<file path="config.mk">
export PLATFORM = sky130hd
export DESIGN_NAME = cts_charger_supervisor
export DESIGN_NICKNAME = d
export VERILOG_FILES = /design/src/inc/cts_pkg.sv /design/src/inc/cts_tick_if.sv /design/src/verilog/cts_tick_gen.sv /design/src/verilog/cts_charger_supervisor.sv
export SDC_FILE = /design/constraint.sdc
export NUM_CORES = 1
export LEC_CHECK = 0
export ABC_CLOCK_PERIOD_IN_PS = 2300
export BUFFER_PORTS_ARGS = -buffer_cell sky130_fd_sc_hd__buf_2
export CAP_MARGIN = 20
export CORE_MARGIN = 4
export CORE_UTILIZATION = 55
export DETAILED_ROUTE_END_ITERATION = 8
export GPL_TIMING_DRIVEN = 0
export PLACE_DENSITY = 0.76
export SLEW_MARGIN = 20
export SYNTH_ARGS = -nofsm -noshare
export SYNTH_HDL_FRONTEND = slang
export SYNTH_HIERARCHICAL = 1
export SYNTH_SLANG_ARGS = --single-unit
</file>
<file path="constraint.sdc">
create_clock -name core_clk -period 2.3 [get_ports core_clk]
set_clock_uncertainty 0.1 [all_clocks]
set_input_delay 0.345 -clock core_clk [delete_from_list [all_inputs] [get_ports core_clk]]
set_output_delay 0.345 -clock core_clk [all_outputs]
set_load 0.01 [all_outputs]
</file>
<file path="src/inc/cts_pkg.sv">
package cts_pkg;

    // =====================================================================
    // Clock and timing
    // =====================================================================
    localparam int unsigned CLK_HZ        = 10_000_000;
    localparam int unsigned TICK_MS       = 1;
    localparam int unsigned TICK_CYCLES   = CLK_HZ / 1000 * TICK_MS;
    localparam int unsigned RELAX_MS      = 32;
    localparam int unsigned RELAX_TICKS   = RELAX_MS / TICK_MS;
    localparam int unsigned MS_PER_MIN    = 60_000;
    localparam int unsigned PRE_MIN_0     = 40;
    localparam int unsigned PRE_MIN_1     = 60;
    localparam int unsigned PRE_MIN_2     = 80;
    localparam int unsigned TOT_HRS_0     = 3;
    localparam int unsigned TOT_HRS_1     = 4;
    localparam int unsigned TOT_HRS_2     = 5;
    localparam int unsigned TIMER_W       = 25;

    // =====================================================================
    // Timeout select codes and reset values
    // =====================================================================
    localparam logic [1:0] SEL_DISABLED   = 2'h3;
    localparam logic       TEMP_OK_RESET  = 1'h1;

    // =====================================================================
    // Charge states
    // =====================================================================
    typedef enum logic [2:0] {
        CTS_SUSPEND   = 3'b000,
        CTS_PRECOND   = 3'b001,
        CTS_FAST      = 3'b010,
        CTS_TOPOFF    = 3'b011,
        CTS_EOC       = 3'b100,
        CTS_TEMPFAULT = 3'b101,
        CTS_TIMEFAULT = 3'b110
    } cts_state_e;

endpackage

</file>
<file path="src/inc/cts_tick_if.sv">
`timescale 1ns/1ps
interface cts_tick_if;
    logic tick;
    logic [15:0] stretchNum;
    modport source (output tick, input stretchNum);
    modport sink   (input tick, output stretchNum);
endinterface

</file>
<file path="src/verilog/cts_tick_gen.sv">
`timescale 1ns/1ps
module cts_tick_gen #(
    parameter int unsigned TICK_CYCLES = cts_pkg::TICK_CYCLES
) (
    input  wire logic   core_clk,
    input  wire logic   rst_b,
    cts_tick_if.source  tb
);
    // =====================================================================
    // Prescaler with proportional stretch
    // =====================================================================
    // stretchNum is current ratio in 1/65536 units; a fractional accumulator
    // issues ticks at that fraction of the nominal rate.
    typedef struct packed {
        logic [31:0] div;
        logic [16:0] acc;
        logic        tick;
    } cts_tick_s;

    cts_tick_s st;
    cts_tick_s next_st;

    always_comb begin
        next_st      = st;
        next_st.tick = 1'b0;
        if (st.div >= TICK_CYCLES - 1) begin
            next_st.div = 32'h0;
            if ({1'b0, st.acc[15:0]} + {1'b0, tb.stretchNum} >= 17'h10000 ||
                tb.stretchNum == 16'hffff) begin
                next_st.tick = 1'b1;
            end
            next_st.acc = {1'b0, st.acc[15:0]} + {1'b0, tb.stretchNum};
        end else begin
            next_st.div = st.div + 32'h1;
        end
    end

    always_ff @(posedge core_clk or negedge rst_b) begin
        if (!rst_b) begin
            st <= '0;
        end else begin
            st <= next_st;
        end
    end

    assign tb.tick = st.tick;
endmodule

</file>
<file path="src/verilog/cts_charger_supervisor.sv">
`timescale 1ns/1ps
// What this block does
// - Total limit is 3, 4 or 5 hours for codes 00, 01, 10; code 11 disables it.
// - Status pin sinks in precondition, fast and top-off, and floats in every other state.
// - Charging is suspended while the thermistor sense says temperature is out of window.
// - With leave enable set, leaving the valid range raises the temperature flag.
// - With enter enable set, returning into the valid range raises the temperature flag.
// - The live temperature bit is 1 in range and 0 out of range.
// - The temperature flag reads 1 after an event and clears on a read, unless a new event lands in the same cycle.
// - Precondition timer expiry before the threshold is passed goes to timeout fault.
// - Total timer expiry in fast charge goes to end-of-charge and restarts after 32 ms.
// - Under thermal regulation both timers slow in proportion to the current reduction.
module cts_charger_supervisor #(
    parameter int unsigned TICK_CYCLES = cts_pkg::TICK_CYCLES,
    parameter int unsigned RELAX_TICKS = cts_pkg::RELAX_TICKS,
    parameter int unsigned MS_PER_MIN  = cts_pkg::MS_PER_MIN
) (
    input  wire logic        core_clk,
    input  wire logic        rst_b,
    input  wire logic [1:0]  precond_timeout_sel,
    input  wire logic [1:0]  total_timeout_sel,
    input  wire logic        thermistor_sense_hot,
    input  wire logic        thermistor_sense_cold,
    input  wire logic        temp_leave_irq_en,
    input  wire logic        temp_enter_irq_en,
    input  wire logic        temp_irq_flag_rd,
    input  wire logic        battery_present,
    input  wire logic        charger_input_supply_ok,
    input  wire logic        suspend_req,
    input  wire logic        vbat_above_precond,
    input  wire logic        vbat_at_term,
    input  wire logic        vbat_recharge,
    input  wire logic        eoc_current,
    input  wire logic [15:0] current_ratio,
    output logic             charge_indicator_n_oe_b,
    output logic             charge_indicator_n_out,
    output logic             temp_in_range,
    output logic             temp_irq_flag,
    output logic [2:0]       charge_state,
    output logic             precond_expired,
    output logic             total_expired
);
    // =====================================================================
    // State
    // =====================================================================
    typedef struct packed {
        cts_pkg::cts_state_e     state;
        logic [cts_pkg::TIMER_W-1:0] preCnt;
        logic [cts_pkg::TIMER_W-1:0] totCnt;
        logic [5:0]              relaxCnt;
        logic                    relaxing;
        logic                    tempOk;
        logic                    tempFlag;
        logic                    preExp;
        logic                    totExp;
    } cts_sup_s;

    cts_sup_s st;
    cts_sup_s next_st;

    cts_tick_if tickBus();

    cts_tick_gen #(
        .TICK_CYCLES (TICK_CYCLES)
    ) u_tick (
        .core_clk (core_clk),
        .rst_b    (rst_b),
        .tb       (tickBus.source)
    );

    // Ratio 0 would freeze the timers forever; treat it as full rate instead.
    assign tickBus.stretchNum = (current_ratio == 16'h0) ? 16'hffff : current_ratio;

    // =====================================================================
    // Timeout decode
    // =====================================================================
    function automatic logic [cts_pkg::TIMER_W-1:0] pre_limit(input logic [1:0] sel);
        case (sel)
            2'h0:    pre_limit = cts_pkg::TIMER_W'(cts_pkg::PRE_MIN_0 * MS_PER_MIN);
            2'h1:    pre_limit = cts_pkg::TIMER_W'(cts_pkg::PRE_MIN_1 * MS_PER_MIN);
            2'h2:    pre_limit = cts_pkg::TIMER_W'(cts_pkg::PRE_MIN_2 * MS_PER_MIN);
            default: pre_limit = '1;
        endcase
    endfunction

    function automatic logic [cts_pkg::TIMER_W-1:0] tot_limit(input logic [1:0] sel);
        case (sel)
            2'h0:    tot_limit = cts_pkg::TIMER_W'(cts_pkg::TOT_HRS_0 * 60 * MS_PER_MIN);
            2'h1:    tot_limit = cts_pkg::TIMER_W'(cts_pkg::TOT_HRS_1 * 60 * MS_PER_MIN);
            2'h2:    tot_limit = cts_pkg::TIMER_W'(cts_pkg::TOT_HRS_2 * 60 * MS_PER_MIN);
            default: tot_limit = '1;
        endcase
    endfunction

    logic tempNow;
    logic supplyOk;
    logic preHit;
    logic totHit;

    assign tempNow  = !thermistor_sense_hot && !thermistor_sense_cold;
    assign supplyOk = battery_present && charger_input_supply_ok && !suspend_req;
    assign preHit   = (precond_timeout_sel != cts_pkg::SEL_DISABLED) &&
                      (st.preCnt >= pre_limit(precond_timeout_sel));
    assign totHit   = (total_timeout_sel != cts_pkg::SEL_DISABLED) &&
                      (st.totCnt >= tot_limit(total_timeout_sel));

    // =====================================================================
    // Next state
    // =====================================================================
    always_comb begin
        next_st        = st;
        next_st.tempOk = tempNow;
        if (tickBus.tick) begin
            if (st.state == cts_pkg::CTS_PRECOND && !preHit) begin
                next_st.preCnt = st.preCnt + 1'b1;
            end
            if ((st.state == cts_pkg::CTS_FAST || st.state == cts_pkg::CTS_TOPOFF) && !totHit) begin
                next_st.totCnt = st.totCnt + 1'b1;
            end
            if (st.relaxing) begin
                next_st.relaxCnt = st.relaxCnt + 1'b1;
            end
        end
        // Read clears, but a new event in the same cycle keeps the flag set.
        if (temp_irq_flag_rd) begin
            next_st.tempFlag = 1'b0;
        end
        if ((st.tempOk && !tempNow && temp_leave_irq_en) ||
            (!st.tempOk && tempNow && temp_enter_irq_en)) begin
            next_st.tempFlag = 1'b1;
        end

        case (st.state)
            cts_pkg::CTS_SUSPEND: begin
                if (supplyOk) begin
                    next_st.state  = cts_pkg::CTS_PRECOND;
                    next_st.preCnt = '0;
                    next_st.totCnt = '0;
                end
            end
            cts_pkg::CTS_PRECOND: begin
                if (vbat_above_precond) begin
                    next_st.state = cts_pkg::CTS_FAST;
                end else if (preHit) begin
                    next_st.state  = cts_pkg::CTS_TIMEFAULT;
                    next_st.preExp = 1'b1;
                end
            end
            cts_pkg::CTS_FAST: begin
                if (totHit) begin
                    next_st.state    = cts_pkg::CTS_EOC;
                    next_st.relaxing = 1'b1;
                    next_st.relaxCnt = '0;
                    next_st.totExp   = 1'b1;
                end else if (vbat_at_term) begin
                    next_st.state = cts_pkg::CTS_TOPOFF;
                end
            end
            cts_pkg::CTS_TOPOFF: begin
                if (eoc_current || totHit) begin
                    next_st.state  = cts_pkg::CTS_EOC;
                    next_st.totExp = totHit;
                end
            end
            cts_pkg::CTS_EOC: begin
                if ((st.relaxing && st.relaxCnt >= 6'(RELAX_TICKS)) || vbat_recharge) begin
                    next_st.state    = cts_pkg::CTS_PRECOND;
                    next_st.relaxing = 1'b0;
                    next_st.preCnt   = '0;
                    next_st.totCnt   = '0;
                    next_st.totExp   = 1'b0;
                end
            end
            cts_pkg::CTS_TEMPFAULT: begin
                if (tempNow) begin
                    next_st.state  = cts_pkg::CTS_PRECOND;
                    next_st.preCnt = '0;
                    next_st.totCnt = '0;
                end
            end
            cts_pkg::CTS_TIMEFAULT: begin
                // Held until supply or battery cycles through suspend.
            end
            default: next_st.state = cts_pkg::CTS_SUSPEND;
        endcase

        // Supply loss overrides every state; temperature overrides every state except timeout fault
        if (!supplyOk) begin
            next_st.state    = cts_pkg::CTS_SUSPEND;
            next_st.relaxing = 1'b0;
            next_st.preExp   = 1'b0;
            next_st.totExp   = 1'b0;
        end else if (!tempNow && st.state != cts_pkg::CTS_TIMEFAULT) begin
            // Taken from suspend as well, so no charging state is entered out of window
            next_st.state    = cts_pkg::CTS_TEMPFAULT;
            next_st.relaxing = 1'b0;
        end
    end

    always_ff @(posedge core_clk or negedge rst_b) begin
        if (!rst_b) begin
            st        <= '0;
            st.state  <= cts_pkg::CTS_SUSPEND;
            st.tempOk <= cts_pkg::TEMP_OK_RESET;
        end else begin
            st <= next_st;
        end
    end

    // =====================================================================
    // Outputs
    // =====================================================================
    assign charge_indicator_n_out  = 1'b0;
    assign charge_indicator_n_oe_b = !(st.state == cts_pkg::CTS_PRECOND ||
                                       st.state == cts_pkg::CTS_FAST ||
                                       st.state == cts_pkg::CTS_TOPOFF);
    assign temp_in_range   = st.tempOk;
    assign temp_irq_flag   = st.tempFlag;
    assign charge_state    = st.state;
    assign precond_expired = st.preExp;
    assign total_expired   = st.totExp;
endmodule

</file>
**Yosys cells after proc, flatten, opt, wreduce, memory -nomap -nowiden**

Index checks and enable logic that the tools add are counted.

- Add/subtract/negate cells: 5
- Order comparisons: 5
- Equality and inequality tests: 29
- Muxes and demuxes: 37
- Reduce and logical (&&, ||, !) cells: 37

Operators by type and width:

| cell | number |
|---|---|
| $mux W53 | 3 |
| $pmux W25 S3 | 2 |
| $pmux W50 S3 | 1 |
| $mux W56 | 1 |
| $add A25 B1 Y25 const B | 2 |
| $ge A25 B25 Y1 | 2 |
| $mux W25 | 2 |
| $add A32 B1 Y32 const B | 1 |
| $ge A32 B14 Y1 const B | 1 |
| $mux W32 | 1 |
| $mux W3 | 7 |
| $pmux W3 S7 | 1 |
| $add A16 B16 Y17 | 1 |
| $ge A17 B17 Y1 const B | 1 |
| $eq A16 B16 Y1 const B | 1 |
| $logic_not A16 Y1 | 1 |
| $mux W16 | 1 |
| $logic_and A1 B1 Y1 | 13 |
| $mux W1 | 12 |
| $mux W6 | 2 |
| $ne A3 B3 Y1 const B | 4 |
| $ne A5 B4 Y1 const B | 2 |
| $eq A3 B3 Y1 const B | 3 |
| $logic_not A1 Y1 | 8 |
| 24 further kinds | 40 |

- Flip-flop bits (word level): 113
- Bits of input ports: 34
- Output and inout port bits: 9
- Word-level logic and storage cells: 125

**Logic depth before layout (Yosys ltp)**

Gate-level depths: netlist of the first run.

- Word-level depth: 12
- Mapped depth: 13
- Depth with buffers taken out: 11

**Modules after synthesis**

The synthesis of the first run kept the hierarchy.

By module, submodules not included:

| module | times used | cells each | area an instance (um2) | sequential area each (um2) |
|---|---|---|---|---|
| cts_charger_supervisor | 1 | 561 | 5,101.1 | 1,602.8 |
| cts_tick_gen | 1 | 272 | 2,710.1 | 1,226.2 |

**Least setup slack after synthesis of the first run**

No wires, ideal clock.

- Kind: input to register
- From: in total_timeout_sel[0]
- To: reg st[30] (netlist name)
- Library setup time: 0.078 ns
- Data arrival time: 2.717 ns
- Data required time: 2.122 ns
- Setup slack: -0.595 ns
- Cell stages on the path: 10
- Path buffers: 0
- Path through: inv_1 > ha_1 > ha_1 > a2111oi_2 > o21ai_1 > o211ai_2 > a41oi_2 > or3_4 > or3_1 > a21oi_1

RTL lines:

| element | line | RTL |
|---|---|---|
| start: declaration | cts_charger_supervisor.sv:21 | `input wire logic [1:0] total_timeout_sel,` |

==> results.py, run 1 <==
metrics = {
    "run_status": {
        "outcome": "finished with violations",
        "violations": "setup timing",
    },
    "worst_setup_path": {
        "r2r_start": "st[15]$_DFF_PN0_",
        "rrSetupSlack_ns": -0.63,
        "crit_fanout": 4,
        "ff2ff_path_depth": 9,
        "critPathKind": "flip-flop to flip-flop",
        "cp.arrival_ns": 3.18,
        "crit_start": "st[15]$_DFF_PN0_",
        "cp-end-kind": "flip-flop",
        "required_ns": 2.55,
        "cp-start-kind": "flip-flop",
        "worstReg2RegEnd": "st[30]$_DFF_PN0_",
    },
    "die": {
        "rows": 43,
        "start_util": 0.563,
        "io_pins": 43,
        "fp.dieW_microns": 127,
        "die_area_sq_um": 16200,
        "coreArea_sq_um": 13900,
        "die_h_microns": 127,
    },
    "placement": {
        "placed_cell_area_sq_um": 8920,
        "dp_hpwl_microns": 14500,
        "port-buffer-count": 41,
        "dpl.cell_count": 1072,
        "gp_congestion": 0.898,
    },
    "synthesis": {
        "synth_cell_type_count": 94,
        "async_flop_share": 1.00,
        "synth_edf_count": 0,
        "synth_top_area_share": 0.359,
        "syn-instance-count": 833,
        "synth_seq_area_share": 0.362,
        "ys_top_cells_by_area": "dfrtp_1, ha_1, nor2_1, xnor2_1, nand2_1",
        "synth_seq_cells": 113,
        "synth_area_sq_um": 7810,
        "synth-main-ff-cell": "dfrtp_1",
        "syn_avg_cell_area_sq_um": 9.38,
        "synth_top_cell_by_area": "dfrtp_1",
        "synth_warnings": 6,
    },
    "sta": {
        "post-route-period-util": 1.27,
        "maxSlewViolCount": 0,
        "finalWorstSetupSlack_ns": -0.632,
        "tns_ns": -28.89,
        "grt_setup_unrepaired": "true",
        "slew_headroom": 0.250,
        "post-route-min-period_ns": 2.93,
        "tightest_slew_ns": 1.13,
        "clock.fmax_ghz": 0.341,
        "final-hold-violation-count": 0,
        "setup_viol": 71,
    },
    "route": {
        "routed_wl_microns": 26700,
        "drt_iter0_markers": 911,
        "drc": 0,
        "vias": 7891,
        "routedWlPerCell_microns": 22.2,
        "vias_per_cell": 6.56,
        "dr.pass1.iters": 8,
        "ant_nets": 0,
    },
    "grt": {
        "grtUsageTotal": 0.297,
        "grt_overflow": 0,
        "antenna_found_initial": 0,
        "grt_pass1_wl_microns": 38400,
        "grt_max_degree": 63,
        "grt_pass1_vias": 7816,
    },
    "cells_and_area": {
        "final_common_cell": "dfrtp_1",
        "num-fill-cells": 688,
        "finish.utilization": 0.829,
        "nets": 1118,
        "antenna_cells": 0,
        "drive_above_1_share": 0.423,
        "layout_common_cells": "dfrtp_1, buf_4, nor2_1",
        "area_growth_pct": 47.3,
        "finalNonFillerCells": 1203,
        "final_area_sq_um": 11500,
    },
    "cts": {
        "cts_buffers": 17,
        "clockBufferDepth": 2,
        "cts.clk_slew.worst_paths_ns": 0.06,
        "numClockSinks": 113,
        "insertion_delay_ns": 0.43,
        "cts_tree": "yes",
        "cts_root_buf": "clkbuf_16",
        "cts_max_level": 4,
    },
    "job": {
        "drv_cap": 0,
    },
    "worst_hold_path": {
        "whs_endpoint": "temp_irq_flag$_DFFE_PN0P_",
        "hold_depth": 3,
        "hold_path_class": "input pin to flip-flop",
        "holdCritStartpoint": "temp_leave_irq_en",
    },
    "power_and_ir_drop": {
        "p_per_area_nw_per_um2": 735,
        "p_leak_nw": 4.86,
        "peakVddDrop_uv": 739,
    },
}
-- synth_stat cells (all sizes together) (3+ instances only) --
cell     instances
clkbuf          15
or4              4
nor4b            6
o211ai           7
and4             7
mux2i           12
a2111oi          3
nand2           63
o21bai           5
o22ai            3
dfrtp          112
nor4            30
o21ai           24
nor2b            7
a21o             8
a31o             6
or3             10
or2              5
inv             37
and3            10
a211o            3
buf             19
a21oi           43
xor2            12
o311ai           3
and2             6
nand3           31
a211oi           9
o21a             3
nor2            89
xnor2           35
ha              73
nand4           36
nor3            20
a41o             3
nand2b          21
o31ai           10
a31oi            6
-- flip-flops by register name, summed over array words and instances, names as in the netlist --
| name | flops |
|---|---|
| precond_expired | 1 |
| u_tick/st | 48 |
| charge_state | 3 |
| st | 57 |
| temp_in_range | 1 |
| temp_irq_flag | 1 |
| u_tick/tb.tick | 1 |
| total_expired | 1 |
-- logic make-up after synthesis --
logic type                 count (synthesis)  synth area share
and+or+nand+nor                          353             0.257
AOI/OAI and AO/OA                        160             0.147
DFF                                      113             0.362
adders and majority gates                 74             0.119
other                                      2          0.000961
buffers and inverters                     71            0.0432
xor gates and xnor gates                  47            0.0527
muxes                                     13            0.0173
-- layer usage --
metal,routed length (microns),GRT usage
met1,10100,0.359
met2,13400,0.520
met3,1960,0.0606
met4,1230,0.121
met5,0,0
-- final cells by class --
type	count	area [sq um]	share of cell area
Clock buffer	17	425	0.0370
Sequential cell	113	2850	0.247
Multi-Input combinational cell	666	6220	0.540
Timing Repair Buffer	144	1190	0.103
Buffer	31	258	0.0224
Tap cell	180	225	0.0196
Inverter	37	151	0.0132
Clock inverter	15	198	0.0172
-- worst max-delay path, cell delays in order, from the launching register on --
cell and delay (ns):
dfrtp_1 0.43, ha_1 0.37, nand4_1 0.21, nor2_1 0.09, o311ai_2 0.32, a41oi_2 0.23
buf_4 0.22, or3_4 0.40, or3_1 0.35, a21oi_1 0.15
-- power by group --
part | internal (mW) | leakage [nW] | switching, mW
combinational | 1.59 | 3.12 | 1.70
clock | 1.74 | 0.300 | 1.07
sequential | 2.19 | 1.44 | 0.180
total | 5.51 | 4.86 | 2.95
-- worst max-delay path by stage --
stage | endpoint
after floorplan | charge_state[1]$_DFFE_PN0P_
after global placement | st[40]$_DFF_PN0_
after detailed placement | st[40]$_DFF_PN0_
after CTS | st[30]$_DFF_PN0_
after global routing | charge_state[2]$_DFFE_PN0P_
final | st[30]$_DFF_PN0_
-- per-stage QoR --
| stage | power [mW] | hold WS, ns | worst slack, ns |
|---|---|---|---|
| after floorplan | 4.10 | -0.0506 | -0.429 |
| after global placement | 4.46 | 0.348 | -1.03 |
| after detailed placement | 4.58 | 0.231 | -1.11 |
| after CTS | 7.81 | 0.0679 | -0.369 |
| after global routing | 8.79 | 0.0745 | -0.678 |
| final | 8.46 | 0.0705 | -0.632 |
-- timing repair --
| item | in CTS | in global routing |
|---|---|---|
| hold buffers | 1 | 0 |
| resized for setup | 136 | 100 |
| cloned | 5 | 0 |
| endpoints found under the hold margin | 50 | 0 |
| endpoints found under the setup margin | 74 | 72 |
| setup buffers | 69 | 30 |
| pin swaps | 79 | 82 |
Note: power is estimated with default switching activity, not from simulation.
==> run 2, diff against run 1 <==
--- a/config.mk
+++ b/config.mk
@@ -5,14 +5,14 @@
 export SDC_FILE = /design/constraint.sdc
 export NUM_CORES = 1
 export LEC_CHECK = 0
-export ABC_CLOCK_PERIOD_IN_PS = 2300
+export ABC_CLOCK_PERIOD_IN_PS = 3600
 export BUFFER_PORTS_ARGS = -buffer_cell sky130_fd_sc_hd__buf_2
 export CAP_MARGIN = 20
 export CORE_MARGIN = 4
 export CORE_UTILIZATION = 55
 export DETAILED_ROUTE_END_ITERATION = 8
 export GPL_TIMING_DRIVEN = 0
-export PLACE_DENSITY = 0.76
+export PLACE_DENSITY = 0.73
 export SLEW_MARGIN = 20
 export SYNTH_ARGS = -nofsm -noshare
 export SYNTH_HDL_FRONTEND = slang
==> constraint.sdc (replaced) <==
create_clock -name core_clk -period 3.6 [get_ports core_clk]
set_clock_uncertainty 0.1 [all_clocks]
set_input_delay 0.54 -clock core_clk [delete_from_list [all_inputs] [get_ports core_clk]]
set_output_delay 0.54 -clock core_clk [all_outputs]
set_load 0.01 [all_outputs]
==> run 2 against run 1 <==
Net effect: critical endpoint is now charge_state[1]$_DFFE_PN0P_; critical path depth up 4; power down 50%; non-clock buffer count down 98; sequential cell count unchanged; the run now ends clean; largest power group is now the clock network; design area down 22%; critical path type is now input pin to flip-flop; combinational power down 65%.
==> results.py, run 2 (synthesis gave the netlist of run 1 again) <==
metrics = {
    "die": {
        "io_pins": 43,
        "rows": 43,
        "coreArea_sq_um": 13900,
        "die_h_microns": 127,
        "start_util": 0.563,
        "die_area_sq_um": 16200,
        "fp.dieW_microns": 127,
    },
    "cts": {
        "clockBufferDepth": 2,
        "insertion_delay_ns": 0.42,
        "cts_tree": "yes",
        "cts_buffers": 17,
        "cts_root_buf": "clkbuf_16",
        "cts.clk_slew.worst_paths_ns": 0.06,
        "cts_max_level": 4,
        "numClockSinks": 113,
        "post_cts_buffers": 0,
    },
    "worst_setup_path": {
        "crit_path_cell_trace": "buf_2 -> inv_1 -> ha_1 -> ha_1 -> nand4_1 -> nor4_4 -> o311ai_1 -> a41oi_2 -> buf_6 -> buf_6 -> nor2_1 -> o31ai_1 -> o31ai_1",
        "cp.arrival_ns": 3.55,
        "cp-end-kind": "flip-flop",
        "cp_top_family": "compound AO/OA/AOI/OAI gates",
        "slowest_stage": "a41oi_2",
        "cp-start-kind": "input pin",
        "worst-path-buf-inv": 4,
        "required_ns": 3.79,
        "critPathMaxStageDelay_ns": 0.42,
        "crit_fanout": 10,
        "critPathKind": "input pin to flip-flop",
    },
    "route": {
        "routedWlPerCell_microns": 16.3,
        "drt_iter0_markers": 547,
        "ant_nets": 0,
        "drc": 0,
        "routed_wl_microns": 18100,
        "dr.pass1.iters": 5,
        "vias_per_cell": 5.88,
        "vias": 6500,
    },
    "power_and_ir_drop": {
        "switching_share": 0.316,
        "p_leak_nw": 4.01,
        "p_switching_mw": 1.35,
        "p_clk_frac": 0.383,
        "seqPwrFrac": 0.344,
        "p_per_area_nw_per_um2": 478,
        "peakVddDrop_uv": 401,
        "pwr-share-comb": 0.273,
        "fin_total_pwr_mw": 4.27,
        "power.internal_mw": 2.92,
    },
    "grt": {
        "grt_overflow": 0,
        "grt_pass1_vias": 6413,
        "grt_max_degree": 73,
        "antenna_found_initial": 0,
        "grt_pass1_wl_microns": 31000,
        "grtUsageTotal": 0.236,
    },
    "cells_and_area": {
        "final_area_sq_um": 8930,
        "drive_above_1_share": 0.157,
        "regMostFlops": "st",
        "largest_reg_flops": 57,
        "area_growth_pct": 14.3,
        "nets": 1020,
        "final_common_cell": "dfrtp_1",
        "layout_common_cells": "dfrtp_1, nor2_1, ha_1",
    },
    "sta": {
        "setup_viol": 0,
        "slew_headroom": 0.468,
        "tightest_slew_ns": 0.798,
        "grt_setup_unrepaired": "false",
        "post-route-period-util": 0.933,
        "maxSlewViolCount": 0,
        "clock.fmax_ghz": 0.298,
        "final-hold-violation-count": 0,
        "post-route-min-period_ns": 3.36,
    },
    "job": {
        "drv_cap": 0,
    },
    "placement": {
        "placed_cell_area_sq_um": 8340,
        "gp_congestion": 0.914,
        "dp_hpwl_microns": 13000,
        "port-buffer-count": 41,
    },
    "worst_hold_path": {
        "hold_path_class": "input pin to flip-flop",
    },
    "run_status": {
        "outcome": "finished clean",
    },
}
## run 2: cell count changes in the layout (fill, tap and decap cells not counted), sizes merged, moves of 4 or more
cell | previous run | this run
buf | 162 | 61
inv | 43 | 39
clkbuf | 29 | 34
clkinv | 2 | 6
## run 2: repair_timing
action / 4_1_cts / 5_1_grt
endpoints found under the setup margin: 0 / 2
hold buffers: 1 / 0
hold endpoints to repair: 41 / 0
resized for setup: 0 / 3
## run 2: through the flow
| stage | setup WS (ns) | hold WS, ns | utilization | cells | setup TNS (ns) |
|---|---|---|---|---|---|
| floorplan | 0.510 | 0.144 | - | 850 | 0 |
| global placement | -0.147 | 0.349 | 0.598 | 1071 | -1.58 |
| detailed placement | -0.193 | 0.352 | 0.601 | 1072 | -1.41 |
| CTS | 0.257 | 0.249 | 0.643 | 1105 | 0 |
| global route | 0.0270 | 0.258 | 0.643 | 1105 | 0 |
| finish | 0.242 | 0.264 | 0.643 | 1106 | 0 |
## run 2: layout make-up
class	count	area, sq um
clock inverters	13	138
repair buffers	43	249
flip-flops and latches	113	2830
fillers	1173	4950
multi-input cells	666	4710
diodes	1	2.50
plain buffers	34	200
well taps	180	225
clock buffers	19	433
inverters	37	139
## run 2: worst paths after layout
| check | start | to | slack (ns) | cells past startpoint |
|---|---|---|---|---|
| setup / recovery | total_timeout_sel[0] | charge_state[1]$_DFFE_PN0P_ | 0.24 | 13 |
| setup reg to reg | st[36]$_DFF_PN0_ | st[52]$_DFF_PN0_ | 0.52 | 10 |
| max in group asynchronous | rst_b | temp_in_range$_DFF_PN1_ | 2.20 | 3 |
| hold / removal | temp_irq_flag_rd | temp_irq_flag$_DFFE_PN0P_ | 0.26 | 2 |
| hold reg to reg | u_tick/st[18]$_DFF_PN0_ | u_tick/st[18]$_DFF_PN0_ | 0.36 | 1 |
| min in group asynchronous | rst_b | st[53]$_DFF_PN0_ | 0.50 | 2 |
## run 2: power groups by stage
stage          clock (mW)  sequential [mW]  combinational, mW
2_1_floorplan           0             1.47              0.894
3_3_place_gp            0             1.49               1.12
3_5_place_dp            0             1.49               1.15
4_1_cts              1.66             1.47               1.15
5_1_grt              1.72             1.48               1.30
6_report             1.64             1.47               1.16
## run 2: per-layer routing
metal,up-vias,global-route usage,wire (microns)
met5,-,0,0
met4,0,0.0883,456
met3,46,0.0481,815
met2,151,0.380,8340
met1,3102,0.318,8440
li1,3201,-,-
==> run 3, diff against run 2 <==
--- a/config.mk
+++ b/config.mk
@@ -10,9 +10,10 @@
 export CAP_MARGIN = 20
 export CORE_MARGIN = 4
 export CORE_UTILIZATION = 55
+export CTS_CLUSTER_DIAMETER = 50
 export DETAILED_ROUTE_END_ITERATION = 8
-export GPL_TIMING_DRIVEN = 0
 export PLACE_DENSITY = 0.73
+export REMOVE_ABC_BUFFERS = 1
 export SLEW_MARGIN = 20
 export SYNTH_ARGS = -nofsm -noshare
 export SYNTH_HDL_FRONTEND = slang
==> run 3 against run 2 <==
Net effect: global-route usage increased by 0.058 points; hold slack got worse by 0.0027 ns; non-clock buffer count fell by 20; largest cell class unchanged; critical path type unchanged; final cell count down 1.9%; design area shrank 0.63%; setup slack better by 0.21 ns; first-iteration DRC count down 31%; critical endpoint is now st[51]$_DFF_PN0_; sequential cell count unchanged.
==> results.py, run 3 (synthesis gave the netlist of run 1 again) <==
metrics = {
    "sta": {
        "slew_headroom": 0.357,
        "tightest_slew_ns": 0.959,
        "post-route-min-period_ns": 3.15,
        "worst_hold_slack_ns": 0.261,
        "maxSlewViolCount": 0,
        "post-route-period-util": 0.875,
        "setup_viol": 0,
        "grt_setup_unrepaired": "false",
        "final-hold-violation-count": 0,
        "tns_ns": 0,
        "clock.fmax_ghz": 0.317,
    },
    "die": {
        "rows": 43,
        "die_h_microns": 127,
        "coreArea_sq_um": 13900,
        "start_util": 0.563,
        "fp.dieW_microns": 127,
        "die_area_sq_um": 16200,
        "io_pins": 43,
    },
    "placement": {
        "dpl.cell_count": 1052,
        "port-buffer-count": 41,
        "dp_hpwl_microns": 13500,
        "gp_congestion": 0.907,
    },
    "worst_setup_path": {
        "required_ns": 3.84,
        "cp_top_family": "compound AO/OA/AOI/OAI gates",
        "critPathKind": "input pin to flip-flop",
        "slowest_stage": "or4_1",
        "cp.arrival_ns": 3.39,
        "worst-path-buf-inv": 2,
        "cp-end-kind": "flip-flop",
        "rrSetupSlack_ns": 0.64,
        "crit_path_cell_trace": "buf_2 -> inv_1 -> ha_1 -> ha_1 -> a211oi_1 -> o21ai_0 -> a21oi_1 -> o31a_1 -> o211ai_2 -> or4_1 -> a21oi_1",
        "critPathMaxStageDelay_ns": 0.53,
        "cp-start-kind": "input pin",
        "crit_fanout": 10,
    },
    "run_status": {
        "outcome": "finished clean",
    },
    "route": {
        "drt_iter0_markers": 377,
        "drc": 0,
        "routedWlPerCell_microns": 17.1,
        "ant_nets": 0,
        "routed_wl_microns": 18600,
        "vias": 6625,
        "dr.pass1.iters": 6,
        "vias_per_cell": 6.11,
    },
    "cells_and_area": {
        "regMostFlops": "st",
        "drive_above_1_share": 0.158,
        "largest_reg_flops": 57,
        "nets": 1000,
        "finalNonFillerCells": 1085,
        "antenna_cells": 0,
        "final_common_cell": "dfrtp_1",
        "num-fill-cells": 1126,
        "layout_common_cells": "dfrtp_1, nor2_1, ha_1",
        "finish.utilization": 0.639,
        "area_growth_pct": 13.6,
    },
    "cts": {
        "post_cts_buffers": 0,
        "cts_root_buf": "clkbuf_16",
        "cts.clk_slew.worst_paths_ns": 0.06,
        "cts_buffers": 17,
        "cts_max_level": 4,
        "insertion_delay_ns": 0.43,
        "numClockSinks": 113,
        "ctsResizeCount": 0,
        "clockBufferDepth": 2,
        "cts_tree": "yes",
    },
    "grt": {
        "grt_pass1_wl_microns": 31200,
        "grt_pass1_vias": 6687,
        "grt_max_degree": 56,
        "grt_overflow": 0,
        "antenna_found_initial": 0,
        "grtUsageTotal": 0.237,
    },
    "power_and_ir_drop": {
        "fin_total_pwr_mw": 4.41,
        "p_per_area_nw_per_um2": 497,
        "p_leak_nw": 3.99,
        "peakVddDrop_uv": 430,
    },
    "worst_hold_path": {
        "hold_path_class": "input pin to flip-flop",
    },
    "job": {
        "drv_cap": 0,
    },
}
-- run 3: changes by cell type in the layout (fill, tap and decap cells not counted), sizes merged --
cell,change
diode,-1
clkinv,-6
clkbuf,-17
buf,-5
clkinvlp,-1
inv,+9
-- run 3: area by class of cell --
class                           instances  area, sq um  share of cell area
Clock buffer                           17          425              0.0479
Multi-Input combinational cell        666         4710               0.531
Clock inverter                         15          186              0.0210
Sequential cell                       113         2830               0.319
Timing Repair Buffer                   57          355              0.0400
Tap cell                              180          225              0.0254
Inverter                               37          139              0.0157
-- run 3: timing repair --
item / CTS / global route
endpoints found under the setup margin: 0 / 0
hold buffers: 1 / 0
endpoints found under the hold margin: 13 / 0
-- run 3: power by group --
group	total (mW)	switching, mW	internal [mW]	leakage (nW)
sequential	1.47	0.0792	1.40	1.46
combinational	1.16	0.654	0.504	2.23
clock	1.78	0.719	1.06	0.297
total	4.41	1.45	2.96	3.99
-- run 3: path summary, 6_finish.rpt --
check / to / cells after the start / start
min in group asynchronous: st[21]$_DFF_PN0_ / 2 / rst_b
max in group asynchronous: u_tick/st[33]$_DFF_PN0_ / 3 / rst_b
max reg2reg: st[30]$_DFF_PN0_ / 8 / st[14]$_DFF_PN0_
min reg2reg: u_tick/st[18]$_DFF_PN0_ / 1 / u_tick/st[18]$_DFF_PN0_
min: temp_irq_flag$_DFFE_PN0P_ / 2 / temp_irq_flag_rd
max: st[51]$_DFF_PN0_ / 11 / precond_timeout_sel[0]
-- run 3: per-layer routing --
layer | wire (microns) | track usage | part of all wire | vias to the layer above
li1 | - | - | - | 3161
met1 | 7900 | 0.290 | 0.43 | 3263
met2 | 9560 | 0.414 | 0.52 | 175
met3 | 834 | 0.0527 | 0.045 | 26
met4 | 256 | 0.0795 | 0.014 | 0
met5 | 0 | 0 | 0 | -
-- run 3: through the flow --
stage	worst slack (ns)	instance area, sq um
floorplan	-0.223	7680
global placement	0.114	8250
detailed placement	0.0442	8250
CTS	0.465	8870
global route	0.130	8870
finish	0.449	8870
-- run 3: worst register-to-register path: stages (launching register included) --
cell and delay (ns):
dfrtp_1 0.45, ha_1 0.37, a21oi_2 0.16, a21boi_2 0.06, o311ai_1 0.40, a41oi_2 0.33, or3_4 0.48, or3_1 0.36
a21oi_1 0.17
